==> config.mk <==
export PLATFORM = sky130hd
export DESIGN_NAME = lwcm_wakeup_mask
export DESIGN_NICKNAME = d
export VERILOG_FILES = /design/src/rtl/lwcm_pkg.sv /design/src/rtl/lwcm_wakeup_mask.sv
export SDC_FILE = /design/constraint.sdc
export NUM_CORES = 1
export LEC_CHECK = 0
export ABC_CLOCK_PERIOD_IN_PS = 4300
export BUFFER_PORTS_ARGS = -buffer_cell sky130_fd_sc_hd__buf_2
export CORE_MARGIN = 10
export CORE_UTILIZATION = 40
export DETAILED_ROUTE_END_ITERATION = 8
export PLACE_DENSITY_LB_ADDON = 0.12
export SYNTH_ARGS = -nofsm -noshare
export SYNTH_HDL_FRONTEND = slang
export SYNTH_SLANG_ARGS = --single-unit
export TNS_END_PERCENT = 5
==> constraint.sdc <==
create_clock -name clk_i -period 4.3 [get_ports clk_i]
set_clock_uncertainty 0.1 [all_clocks]
set_input_delay 0.645 -clock clk_i [delete_from_list [all_inputs] [get_ports clk_i]]
set_output_delay 0.645 -clock clk_i [all_outputs]
set_load 0.02 [all_outputs]
==> src/rtl/lwcm_pkg.sv <==
// Package of the low-power wake-up clock mask block: register map,
// field layout, reset values, timing constants and carrier types.
// Assumes a single 125 MHz system clock.
package lwcm_pkg;

  localparam int unsigned CLK_MHZ = 125;

  // Times in nanoseconds
  localparam int unsigned OVERSHOOT_NS = 6000;
  localparam int unsigned MASK_SLOW_NS = 150000;
  localparam int unsigned MASK_FAST_NS = 2000;
  localparam int unsigned SETTLE_FAST_NS = 2000;
  localparam int unsigned SETTLE_SLOW_NS = 150000;
  localparam int unsigned ENTRY_GUARD_NS = 1000;

  // Least times round up, at least one cycle
  function automatic int unsigned ns_to_cyc(input int unsigned ns);
    int unsigned c;
    c = (ns * CLK_MHZ + 999) / 1000;
    return (c < 1) ? 1 : c;
  endfunction

  localparam int unsigned OVERSHOOT_CYC = ns_to_cyc(OVERSHOOT_NS);
  localparam int unsigned MASK_SLOW_CYC = ns_to_cyc(MASK_SLOW_NS);
  localparam int unsigned MASK_FAST_CYC = ns_to_cyc(MASK_FAST_NS);
  localparam int unsigned SETTLE_FAST_CYC = ns_to_cyc(SETTLE_FAST_NS);
  localparam int unsigned SETTLE_SLOW_CYC = ns_to_cyc(SETTLE_SLOW_NS);
  localparam int unsigned ENTRY_GUARD_CYC = ns_to_cyc(ENTRY_GUARD_NS);

  localparam int CNT_W = 16;

  // Register byte offsets
  localparam logic [7:0] LOW_SUP_OFS = 8'h00;
  localparam logic [7:0] HIGH_SUP_OFS = 8'h04;
  localparam logic [7:0] CLK_DIV_OFS = 8'h08;
  localparam logic [7:0] CORE_LVL_OFS = 8'h0c;
  localparam logic [7:0] STATE_OFS = 8'h10;
  localparam logic [7:0] IRQ_STAT_OFS = 8'h14;
  localparam logic [7:0] IRQ_CLR_OFS = 8'h18;
  localparam logic [7:0] IRQ_EN_OFS = 8'h1c;

  // Sleep level codes
  localparam logic [2:0] SLEEP_TWO = 3'h2;
  localparam logic [2:0] SLEEP_THREE = 3'h3;
  localparam logic [2:0] SLEEP_FOUR = 3'h4;

  // Digital oscillator thresholds in 100 kHz units, per core level
  localparam logic [3:0][7:0] OSC_THR = {8'h7d, 8'h64, 8'h4b, 8'h32};

  // Interrupt bit positions
  localparam int IRQ_WAKE = 0;
  localparam int IRQ_SETTLE = 1;
  localparam int IRQ_CORE_RST = 2;
  localparam int IRQ_WAKE_FAIL = 3;
  localparam int IRQ_W = 4;

  // Low-side supervisor control, bits 3:0
  typedef struct packed {
    logic low_monitor_full_perf;
    logic low_supervisor_full_perf;
    logic low_monitor_enable;
    logic low_supervisor_enable;
  } lwcm_low_sup_t;

  localparam lwcm_low_sup_t LOW_SUP_RST = 4'h3;

  // Clock divider control, bits 15:0
  typedef struct packed {
    logic [7:0] osc_freq;
    logic [1:0] spare;
    logic sub_clock_request_enable;
    logic sub_from_osc;
    logic main_from_osc;
    logic [2:0] main_clock_divide;
  } lwcm_clk_t;

  localparam lwcm_clk_t CLK_RST = 16'h2038;

endpackage

==> src/rtl/lwcm_wakeup_mask.sv <==
// Wake-up sequencer: masks CPU execution and the main clock after
// deep sleep, times supervisor settling, raises the core reset and
// models the wake-up failure hazard. APB slave for its registers.
// Assumes all inputs are synchronous to clk_i.
`timescale 1ns/100ps

// Behaviour
// - Oscillator may overshoot up to 6 us after sleep three or four.
// - Normal-performance low side holds CPU off 150 us on deep wake.
// - Low side off or full-performance shortens the wake mask to 2 us.
// - Sub-main clock from the oscillator is never gated at wake.
// - Full-performance low supervisor settles its comparator in 2 us.
// - Core level not reached when settling ends raises a reset.
// - Interrupt within 1 us of deep entry may leave device stuck.
// - Stuck wake-up is cleared by reset or power-up clear.
module lwcm_wakeup_mask #(
  parameter int unsigned MASK_SLOW = lwcm_pkg::MASK_SLOW_CYC,
  parameter int unsigned SETTLE_SLOW = lwcm_pkg::SETTLE_SLOW_CYC
) (
  input wire logic clk_i,
  input wire logic reset_n_i,
  input wire logic psel_i,
  input wire logic penable_i,
  input wire logic pwrite_i,
  input wire logic [7:0] paddr_i,
  input wire logic [31:0] pwdata_i,
  output logic [31:0] prdata_o,
  output logic pready_o,
  output logic pslverr_o,
  input wire logic sleep_enter_i,
  input wire logic [2:0] sleep_level_i,
  input wire logic wake_event_i,
  input wire logic core_level_ok_i,
  input wire logic power_up_clear_i,
  output logic cpu_hold_o,
  output logic main_clock_gate_o,
  output logic sub_clock_gate_o,
  output logic overshoot_o,
  output logic core_reset_o,
  output logic wake_failed_o,
  output logic irq_o
);

  localparam int W = lwcm_pkg::CNT_W;

  typedef enum logic [3:0] {
    ST_ACTIVE = 4'h1,
    ST_SLEEP = 4'h2,
    ST_WAKE = 4'h4,
    ST_FAIL = 4'h8
  } lwcm_state_t;

  function automatic logic [W-1:0] cyc(input int unsigned n);
    return W'(n);
  endfunction

  // Registers
  lwcm_pkg::lwcm_low_sup_t low_sup_reg, low_sup_next;
  logic high_sup_reg, high_sup_next;
  lwcm_pkg::lwcm_clk_t clk_reg, clk_next;
  logic [1:0] core_lvl_reg, core_lvl_next;
  logic [lwcm_pkg::IRQ_W-1:0] irq_stat_reg, irq_stat_next;
  logic [lwcm_pkg::IRQ_W-1:0] irq_en_reg, irq_en_next;
  logic [31:0] prdata_reg, prdata_next;
  logic pready_reg, pready_next;
  logic pslverr_reg, pslverr_next;
  logic irq_reg, irq_next;

  // Sequencer state
  lwcm_state_t state_reg, state_next;
  logic [W-1:0] mask_cnt_reg, mask_cnt_next;
  logic [W-1:0] guard_cnt_reg, guard_cnt_next;
  logic [W-1:0] shoot_cnt_reg, shoot_cnt_next;
  logic [W-1:0] settle_cnt_reg, settle_cnt_next;
  logic low_pend_reg, low_pend_next;
  logic high_pend_reg, high_pend_next;
  logic core_chk_reg, core_chk_next;
  logic hazard_reg, hazard_next;
  logic deep_reg, deep_next;
  logic hold_reg, hold_next;
  logic mgate_reg, mgate_next;
  logic sgate_reg, sgate_next;
  logic shoot_reg, shoot_next;
  logic core_rst_reg, core_rst_next;
  logic fail_reg, fail_next;

  logic wr_en, rd_en, fast_cfg, deep_entry, sleep_entry;
  logic [lwcm_pkg::IRQ_W-1:0] irq_set;

  assign wr_en = psel_i && penable_i && pready_reg && pwrite_i;
  assign rd_en = psel_i && penable_i && !pready_reg && !pwrite_i;
  assign sleep_entry = sleep_enter_i &&
    (sleep_level_i == lwcm_pkg::SLEEP_TWO || deep_entry);
  assign deep_entry = sleep_level_i == lwcm_pkg::SLEEP_THREE ||
    sleep_level_i == lwcm_pkg::SLEEP_FOUR;
  // Low side off, or both in full performance, gives the short mask
  assign fast_cfg = (!low_sup_reg.low_supervisor_enable &&
    !low_sup_reg.low_monitor_enable) ||
    (low_sup_reg.low_supervisor_full_perf &&
    low_sup_reg.low_monitor_full_perf);

  // Wake-up sequencer
  always_comb begin
    state_next = state_reg;
    mask_cnt_next = mask_cnt_reg;
    guard_cnt_next = guard_cnt_reg;
    shoot_cnt_next = shoot_cnt_reg;
    hazard_next = hazard_reg;
    deep_next = deep_reg;
    irq_set = '0;
    if (shoot_cnt_reg != '0) begin
      shoot_cnt_next = shoot_cnt_reg - 1'b1;
    end
    if (guard_cnt_reg != '0) begin
      guard_cnt_next = guard_cnt_reg - 1'b1;
    end
    unique case (state_reg)
      ST_ACTIVE: begin
        if (sleep_entry) begin
          state_next = ST_SLEEP;
          deep_next = deep_entry;
          guard_cnt_next = cyc(lwcm_pkg::ENTRY_GUARD_CYC);
          hazard_next = low_pend_reg || high_pend_reg;
        end
      end
      ST_SLEEP: begin
        if (wake_event_i) begin
          if (hazard_reg && guard_cnt_reg != '0) begin
            state_next = ST_FAIL;
            irq_set[lwcm_pkg::IRQ_WAKE_FAIL] = 1'b1;
          end else begin
            state_next = ST_WAKE;
            if (!deep_reg) begin
              mask_cnt_next = cyc(1);
            end else begin
              mask_cnt_next = fast_cfg ? cyc(lwcm_pkg::MASK_FAST_CYC) :
                cyc(MASK_SLOW);
              shoot_cnt_next = cyc(lwcm_pkg::OVERSHOOT_CYC);
            end
          end
        end
      end
      ST_WAKE: begin
        mask_cnt_next = mask_cnt_reg - 1'b1;
        if (mask_cnt_reg == cyc(1)) begin
          state_next = ST_ACTIVE;
          irq_set[lwcm_pkg::IRQ_WAKE] = 1'b1;
        end
      end
      ST_FAIL: begin
        if (power_up_clear_i) begin
          state_next = ST_ACTIVE;
        end
      end
    endcase
    // Outputs follow the next state so they come from flip-flops
    hold_next = state_next != ST_ACTIVE;
    mgate_next = state_next != ST_ACTIVE;
    // sub-main clock ungated when from oscillator
    sgate_next = (state_next == ST_SLEEP || state_next == ST_FAIL) &&
      !clk_reg.sub_from_osc && !clk_reg.sub_clock_request_enable;
    shoot_next = shoot_cnt_next != '0 && clk_reg.main_from_osc;
    fail_next = state_next == ST_FAIL;
  end

  always_ff @(posedge clk_i or negedge reset_n_i) begin
    if (!reset_n_i) begin
      state_reg <= ST_ACTIVE;
      mask_cnt_reg <= '0;
      guard_cnt_reg <= '0;
      shoot_cnt_reg <= '0;
      hazard_reg <= 1'b0;
      deep_reg <= 1'b0;
      hold_reg <= 1'b0;
      mgate_reg <= 1'b0;
      sgate_reg <= 1'b0;
      shoot_reg <= 1'b0;
      fail_reg <= 1'b0;
    end else begin
      state_reg <= state_next;
      mask_cnt_reg <= mask_cnt_next;
      guard_cnt_reg <= guard_cnt_next;
      shoot_cnt_reg <= shoot_cnt_next;
      hazard_reg <= hazard_next;
      deep_reg <= deep_next;
      hold_reg <= hold_next;
      mgate_reg <= mgate_next;
      sgate_reg <= sgate_next;
      shoot_reg <= shoot_next;
      fail_reg <= fail_next;
    end
  end

  // Supervisor settling and core level check
  always_comb begin
    settle_cnt_next = settle_cnt_reg;
    low_pend_next = low_pend_reg;
    high_pend_next = high_pend_reg;
    core_chk_next = core_chk_reg;
    core_rst_next = 1'b0;
    if (settle_cnt_reg != '0) begin
      settle_cnt_next = settle_cnt_reg - 1'b1;
      if (settle_cnt_reg == cyc(1)) begin
        low_pend_next = 1'b0;
        high_pend_next = 1'b0;
        core_chk_next = 1'b0;
        core_rst_next = core_chk_reg && !core_level_ok_i;
      end
    end
    if (wr_en && (paddr_i == lwcm_pkg::LOW_SUP_OFS ||
        paddr_i == lwcm_pkg::HIGH_SUP_OFS ||
        paddr_i == lwcm_pkg::CORE_LVL_OFS)) begin
      settle_cnt_next = (paddr_i == lwcm_pkg::LOW_SUP_OFS ? pwdata_i[2] :
        low_sup_reg.low_supervisor_full_perf) ?
        cyc(lwcm_pkg::SETTLE_FAST_CYC) : cyc(SETTLE_SLOW);
      low_pend_next = low_pend_next || paddr_i != lwcm_pkg::HIGH_SUP_OFS;
      high_pend_next = high_pend_next || paddr_i == lwcm_pkg::HIGH_SUP_OFS;
      core_chk_next = paddr_i == lwcm_pkg::CORE_LVL_OFS &&
        pwdata_i[1:0] > core_lvl_reg;
    end
  end

  always_ff @(posedge clk_i or negedge reset_n_i) begin
    if (!reset_n_i) begin
      settle_cnt_reg <= '0;
      low_pend_reg <= 1'b0;
      high_pend_reg <= 1'b0;
      core_chk_reg <= 1'b0;
      core_rst_reg <= 1'b0;
    end else begin
      settle_cnt_reg <= settle_cnt_next;
      low_pend_reg <= low_pend_next;
      high_pend_reg <= high_pend_next;
      core_chk_reg <= core_chk_next;
      core_rst_reg <= core_rst_next;
    end
  end

  // APB register file and interrupts
  always_comb begin
    low_sup_next = low_sup_reg;
    high_sup_next = high_sup_reg;
    clk_next = clk_reg;
    core_lvl_next = core_lvl_reg;
    irq_en_next = irq_en_reg;
    irq_stat_next = irq_stat_reg;
    prdata_next = prdata_reg;
    pslverr_next = 1'b0;
    pready_next = psel_i && penable_i && !pready_reg;
    if (wr_en) begin
      unique case (paddr_i)
        lwcm_pkg::LOW_SUP_OFS: low_sup_next = pwdata_i[3:0];
        lwcm_pkg::HIGH_SUP_OFS: high_sup_next = pwdata_i[0];
        lwcm_pkg::CLK_DIV_OFS: clk_next = pwdata_i[15:0];
        lwcm_pkg::CORE_LVL_OFS: core_lvl_next = pwdata_i[1:0];
        lwcm_pkg::IRQ_CLR_OFS:
          irq_stat_next = irq_stat_reg & ~pwdata_i[lwcm_pkg::IRQ_W-1:0];
        lwcm_pkg::IRQ_EN_OFS: irq_en_next = pwdata_i[lwcm_pkg::IRQ_W-1:0];
        default: ;
      endcase
    end
    if (psel_i && penable_i && !pready_reg) begin
      prdata_next = '0;
      unique case (paddr_i)
        lwcm_pkg::LOW_SUP_OFS: prdata_next[3:0] = low_sup_reg;
        lwcm_pkg::HIGH_SUP_OFS: prdata_next[0] = high_sup_reg;
        lwcm_pkg::CLK_DIV_OFS: prdata_next[15:0] = clk_reg;
        lwcm_pkg::CORE_LVL_OFS: prdata_next[1:0] = core_lvl_reg;
        lwcm_pkg::STATE_OFS: prdata_next[4:0] = {clk_reg.main_from_osc &&
          clk_reg.osc_freq > lwcm_pkg::OSC_THR[core_lvl_reg] && fast_cfg,
          fail_reg, hold_reg, high_pend_reg, low_pend_reg};
        lwcm_pkg::IRQ_STAT_OFS:
          prdata_next[lwcm_pkg::IRQ_W-1:0] = irq_stat_reg;
        lwcm_pkg::IRQ_EN_OFS: prdata_next[lwcm_pkg::IRQ_W-1:0] = irq_en_reg;
        lwcm_pkg::IRQ_CLR_OFS: ;
        default: pslverr_next = 1'b1;
      endcase
      prdata_next = rd_en ? prdata_next : '0;
    end
    // Hardware set wins over a software clear
    irq_stat_next = irq_stat_next | irq_set |
      {1'b0, core_rst_next, settle_cnt_reg == cyc(1), 1'b0};
    irq_next = |(irq_stat_next & irq_en_next);
  end

  always_ff @(posedge clk_i or negedge reset_n_i) begin
    if (!reset_n_i) begin
      low_sup_reg <= lwcm_pkg::LOW_SUP_RST;
      high_sup_reg <= 1'b0;
      clk_reg <= lwcm_pkg::CLK_RST;
      core_lvl_reg <= 2'h0;
      irq_stat_reg <= '0;
      irq_en_reg <= '0;
      prdata_reg <= 32'h0000_0000;
      pready_reg <= 1'b0;
      pslverr_reg <= 1'b0;
      irq_reg <= 1'b0;
    end else begin
      low_sup_reg <= low_sup_next;
      high_sup_reg <= high_sup_next;
      clk_reg <= clk_next;
      core_lvl_reg <= core_lvl_next;
      irq_stat_reg <= irq_stat_next;
      irq_en_reg <= irq_en_next;
      prdata_reg <= prdata_next;
      pready_reg <= pready_next;
      pslverr_reg <= pslverr_next;
      irq_reg <= irq_next;
    end
  end

  assign prdata_o = prdata_reg;
  assign pready_o = pready_reg;
  assign pslverr_o = pslverr_reg;
  assign cpu_hold_o = hold_reg;
  assign main_clock_gate_o = mgate_reg;
  assign sub_clock_gate_o = sgate_reg;
  assign overshoot_o = shoot_reg;
  assign core_reset_o = core_rst_reg;
  assign wake_failed_o = fail_reg;
  assign irq_o = irq_reg;

endmodule

# Yosys cells after proc, flatten, opt, wreduce, memory -nomap -nowiden

Cells that the tools add are included.

Memory bits (writable): 0
Output and inout port bits: 41
Memories kept: 0
Memory bits (read-only): 0
Input port bits: 52
Flip-flop bits (word level): 144
Latch bits: 0
Logic and storage cells: 170

Divide/modulo/power cells: 0
Equal/unequal tests: 22
$mul: 0
Magnitude comparators: 3
Bitwise logic cells: 5
Reduce and logical (&&, ||, !) cells: 50
Multiplexer cells: 53
Shift operators: 0
Add/sub/neg operators: 4

Operator list:

| operator                                                             | count |
|---|---|
| 16-bit 2-to-1 mux                                                    | 13 |
| 16-bit nonzero test                                                  | 4 |
| 16-bit by 1-bit subtractor with 16-bit output, second input constant | 4 |
| 15-bit 2-to-1 mux                                                    | 3 |
| 4-bit 2-to-1 mux                                                     | 9 |
| 16-bit by 1-bit == test with 1-bit output, second input constant     | 2 |
| 8-bit by 5-bit == test with 1-bit output, second input constant      | 4 |
| 16-bit case mux with 2 select lines                                  | 1 |
| 1-bit 2-to-1 mux                                                     | 19 |
| 1-bit logical AND                                                    | 17 |
| 8-bit binary-select mux with 2-bit select                            | 1 |
| 8-bit by 4-bit == test with 1-bit output, second input constant      | 2 |
| 4-bit case mux with 4 select lines                                   | 1 |
| 2-bit AND reduction                                                  | 6 |
| 11-bit 2-to-1 mux                                                    | 1 |
| 2-bit case mux with 5 select lines                                   | 1 |
| 1-bit logical OR                                                     | 9 |
| 4-bit AND                                                            | 2 |
| 4-bit by 2-bit == test with 1-bit output, second input constant      | 2 |
| 4-bit == test, second input constant                                 | 2 |
| 8-bit by 3-bit == test with 1-bit output, second input constant      | 1 |
| 8-bit > comparator                                                   | 1 |
| 8-bit zero test                                                      | 1 |
| 8-bit 2-to-1 mux                                                     | 1 |
| other kinds (20)                                                     | 30 |

# Logic depth before layout (Yosys ltp)

Word-level depth: 10
Gate-level depth with buffers: 10
Gate-level depth less buffers: 9

# Worst setup path before layout

Ideal clock, no wire load.

Kind: reg-to-reg
Start: reg mask_cnt_reg[2]
End: reg sgate_reg (netlist: sub_clock_gate_o)
Stages on the path, launching flop included: 8
Path slack: 1.785 ns
Data arrival time: 2.328 ns
Data required time: 4.113 ns
Path buffers: 0
Path through: dfrtp_1 or4_4 nor3_4 nand2_2 nor4b_4 o21ai_2 or4_4 a211oi_2

Longest elaborated chain between the ends: 7
Elaborated cells between the ends (all ways): 8
Those cells by class: eq/ne (3); mux (2); reduce/logical (3)

RTL lines:

| element                                                                          | RTL line                | source |
|---|---|---|
| start: declaration                                                               | lwcm_wakeup_mask.sv:71  | `logic [W-1:0] mask_cnt_reg, mask_cnt_next;` |
| start signal: assignment                                                         | lwcm_wakeup_mask.sv:181 | `mask_cnt_reg <= mask_cnt_next;` |
| 16-bit by 1-bit == test with 1-bit output (*)                                    | lwcm_wakeup_mask.sv:145 | `if (mask_cnt_reg == cyc(1)) begin` |
| 4-bit 2-to-1 mux (*)                                                             | lwcm_wakeup_mask.sv:145 |  |
| 4-bit case mux with 4 select lines (*)                                           | lwcm_wakeup_mask.sv:117 | `unique case (state_reg)` |
| named net state_next[2]                                                          | lwcm_wakeup_mask.sv:70  | `lwcm_state_t state_reg, state_next;` |
| 4-bit by 2-bit == test with 1-bit output / 4-bit == test (equally long branches) | lwcm_wakeup_mask.sv:160 | `sgate_next = (state_next == ST_SLEEP \|\| state_next == ST_FAIL) &&` |
| 1-bit logical OR (*)                                                             | lwcm_wakeup_mask.sv:160 |  |
| 1-bit logical AND (*)                                                            | lwcm_wakeup_mask.sv:160 |  |
| 1-bit logical AND (*)                                                            | lwcm_wakeup_mask.sv:161 | `!clk_reg.sub_from_osc && !clk_reg.sub_clock_request_enable;` |
| named net sgate_next                                                             | lwcm_wakeup_mask.sv:82  | `logic sgate_reg, sgate_next;` |
| end signal: assignment                                                           | lwcm_wakeup_mask.sv:188 | `sgate_reg <= sgate_next;` |
| end: declaration                                                                 | lwcm_wakeup_mask.sv:82  |  |

The timed path passes the listed nets; every way through them passes the cells marked *.
A chain may end at the register's enable or synchronous reset.

# Worst setup path after layout

Start: reg guard_cnt_reg[10]
End: reg shoot_reg (netlist: overshoot_o)

Longest elaborated chain between the ends: 7

RTL lines:

| element                      | RTL line                | source |
|---|---|---|
| start: declaration           | lwcm_wakeup_mask.sv:72  | `logic [W-1:0] guard_cnt_reg, guard_cnt_next;` |
| start signal: assignment     | lwcm_wakeup_mask.sv:182 | `guard_cnt_reg <= guard_cnt_next;` |
| 16-bit nonzero test          | lwcm_wakeup_mask.sv:128 | `if (hazard_reg && guard_cnt_reg != '0) begin` |
| 1-bit logical AND            | lwcm_wakeup_mask.sv:128 |  |
| 16-bit 2-to-1 mux            | lwcm_wakeup_mask.sv:128 |  |
| 16-bit 2-to-1 mux            | lwcm_wakeup_mask.sv:127 | `if (wake_event_i) begin` |
| 16-bit 2-to-1 mux            | lwcm_wakeup_mask.sv:117 |  |
| named net shoot_cnt_next[14] | lwcm_wakeup_mask.sv:73  | `logic [W-1:0] shoot_cnt_reg, shoot_cnt_next;` |
| 16-bit nonzero test          | lwcm_wakeup_mask.sv:162 | `shoot_next = shoot_cnt_next != '0 && clk_reg.main_from_osc;` |
| 1-bit logical AND            | lwcm_wakeup_mask.sv:162 |  |
| named net shoot_next         | lwcm_wakeup_mask.sv:83  | `logic shoot_reg, shoot_next;` |
| end signal: assignment       | lwcm_wakeup_mask.sv:189 | `shoot_reg <= shoot_next;` |
| end: declaration             | lwcm_wakeup_mask.sv:83  |  |

The timed path passes the listed nets, and every way through them passes these cells.

==> results.json <==
{
  "drv_cap": 0,
  "synth-main-ff-cell": "dfrtp_1",
  "crit_fanout": 11,
  "cts_buffers": 17,
  "slew_violations": 0,
  "antenna_found_initial": 0,
  "via_count": 5048,
  "grt_max_degree": 82,
  "filler_cell_count": 1542,
  "ys_types": 68,
  "grt_pass1_wl_um": 26500,
  "die_x_um": 148,
  "drive_gt1_frac": 0.195,
  "slew_headroom": 0.302,
  "yosysTopAreaCell": "dfrtp_1",
  "root_buffer": "clkbuf_16",
  "syn_inst": 652,
  "syn_to_final_growth_pct": 16.7,
  "route.detailed.drc": 0,
  "synthTopCellsByArea": "dfrtp_1 46%, mux2_2 3.9%, nor2_1 3.8%, nand2_1 3.6%, ha_1 3.4%",
  "tightestPinTransition_ps": 1050,
  "setup_viol": 0,
  "firstDrtPassIters": 5,
  "seq_area_frac_synth": 0.489,
  "postRouteAntennaNets": 0,
  "worstPathRequired_ps": 4490,
  "slowest_delay_ps": 560,
  "core_um2": 16000,
  "io_buffers": 60,
  "ios": 93,
  "ir_drop_v": 0.000329,
  "cts-hold-fix-buffers": 0,
  "finalWirelength_um": 15500,
  "hold_class": "input port to asynchronous set/reset pin",
  "synth_seq_cells": 128,
  "insertion_delay_ps": 420,
  "initial_utilization": 0.410,
  "rsz0062_at_grt": "false",
  "die_area_um2": 21900,
  "wl_per_cell_um": 16.4,
  "hold_violations": 0,
  "drt_iter0_drc": 343,
  "finish.utilization": 0.479,
  "min_period_over_period": 0.695,
  "leakage_nw": 3.35,
  "gp_congestion": 0.850,
  "final_nets": 791,
  "synth.most_common_cell": "dfrtp_1",
  "track_usage": 0.148,
  "via_per_inst": 5.32,
  "cts_tree": "built",
  "htree_levels": 4,
  "power_density_nw_per_um2": 506,
  "gr-total-overflow": 0,
  "path_class": "register to register",
  "cpMostUsedCell": "nand4_1",
  "dp_hpwl_um": 11300,
  "num_rows": 46,
  "cp-start-kind": "register",
  "grt_pass1_vias": 5260,
  "cp.buffers_inverters": 1,
  "fmax_mhz": 335,
  "slowest_stage": "nand4_1",
  "diodes": 0,
  "tns_ps": 0,
  "worstPathArrival_ps": 3180,
  "ys_top_cells_by_count": "121 x dfrtp_1, 66 x nor2_1, 63 x nand2_1",
  "synth-edff-count": 0,
  "syn_area_per_cell_um2": 10.1,
  "numClockSinks": 128,
  "clk_pin_slew_ps": 50,
  "ys.warnings.count": 0,
  "power_mw": 3.88,
  "die_h_um": 148,
  "async_reset_ff_frac": 1.00,
  "postCtsSetupBuffers": 0,
  "synth_top_area_frac": 0.461,
  "synth_area_um2": 6570,
  "outcome": "finished, final reports clean",
  "crit_family": "simple AND/OR/NAND/NOR gates",
  "cts_resized": 0,
  "worst_setup_path_end_kind": "register",
  "path_cells": "nor4_1, nand4_1, a211oi_4, buf_4, a21oi_1, nor2_1, nand4_1, o41a_1",
  "clockBufferDepth": 2,
  "min_period_ps": 2990
}
==> placed cells by master, fill, tap and decap left out, drive strengths merged, types with 5 or more instances in the layout <==
cell type and instances:
dfrtp 121, buf 70, nor2 66, nand2 64, o21ai 29, inv 24, a21oi 24, xnor2 23
nand3 23, mux2 23, nor4 21, clkbuf 21, nor3 20, ha 18, conb 16, a22o 14
xor2 13, or4 9, nand3b 7, nand4 7, or3 7, dfstp 7, a211oi 7, a21o 6
mux2i 6, o211ai 6, nand2b 5, clkinvlp 5
==> final timing paths <==
check / to / from / cells past startpoint / slack, ps
worst max-delay path: overshoot_o / guard_cnt_reg[10] / 8 / 1310
worst min-delay path: guard_cnt_reg[11] / reset_n_i / 1 / 310
worst max register to register: overshoot_o / guard_cnt_reg[10] / 8 / 1310
worst min register to register: clk_reg[0] / clk_reg[0] / 2 / 400
max in group asynchronous: clk_reg[3] / reset_n_i / 2 / 2930
min in group clk_i: clk_reg[9] / pwdata_i[9] / 2 / 360
==> cells by family (layout without fill, tap and decap cells) <==
group	count (synthesis)	count (layout)	share of synthesized area
fa+ha+maj	18	18	0.0343
mux	30	30	0.0520
simple gates	257	257	0.201
buf+inv	59	125	0.0442
flops	128	128	0.489
other cells	1	16	0.000571
xor+xnor	36	36	0.0480
compound gates	123	123	0.131
==> worst reg2reg max path, cell delays in order, from the launching register on <==
cell and delay, ps:
dfrtp_1 410, nor4_1 460, nand4_1 560, a211oi_4 390, buf_4 220, a21oi_1 70
nor2_1 120, nand4_1 120, o41a_1 410
==> through the flow <==
step / instances / worst slack, ps / hold slack (ps) / cell area, um^2
after global placement: 918 / 1300 / 369 / 7090
after detailed placement: 918 / 1290 / 384 / 7090
final: 949 / 1310 / 313 / 7660
after CTS: 949 / 1290 / 343 / 7660
after global routing: 949 / 967 / 347 / 7660
after floorplan: 667 / 1790 / 249 / 6620
==> layout make-up <==
cell class              count  area, um^2  share of cell area
well taps                 216         270              0.0353
flip-flops and latches    128        3210               0.419
multi-input cells         480        3130               0.408
clock buffers              21         460              0.0601
repair buffers             70         390              0.0509
clock inverters            10         113              0.0147
inverters                  24        90.1              0.0118
==> metal layers <==
| metal | vias up | track usage | routed length [um] |
|---|---|---|---|
| li1 | 2474 | - | - |
| met1 | 2472 | 0.193 | 7330 |
| met2 | 85 | 0.235 | 7350 |
| met3 | 17 | 0.0397 | 618 |
| met4 | 0 | 0.0471 | 230 |
| met5 | - | 0 | 0 |
==> where the power goes <==
part | internal (mW) | leakage [nW] | switching (mW)
Sequential | 1.45 | 1.55 | 0.285
Combinational | 0.338 | 1.54 | 0.410
Clock | 0.876 | 0.267 | 0.520
No activity file was read; power rests on OpenSTA's default activity.
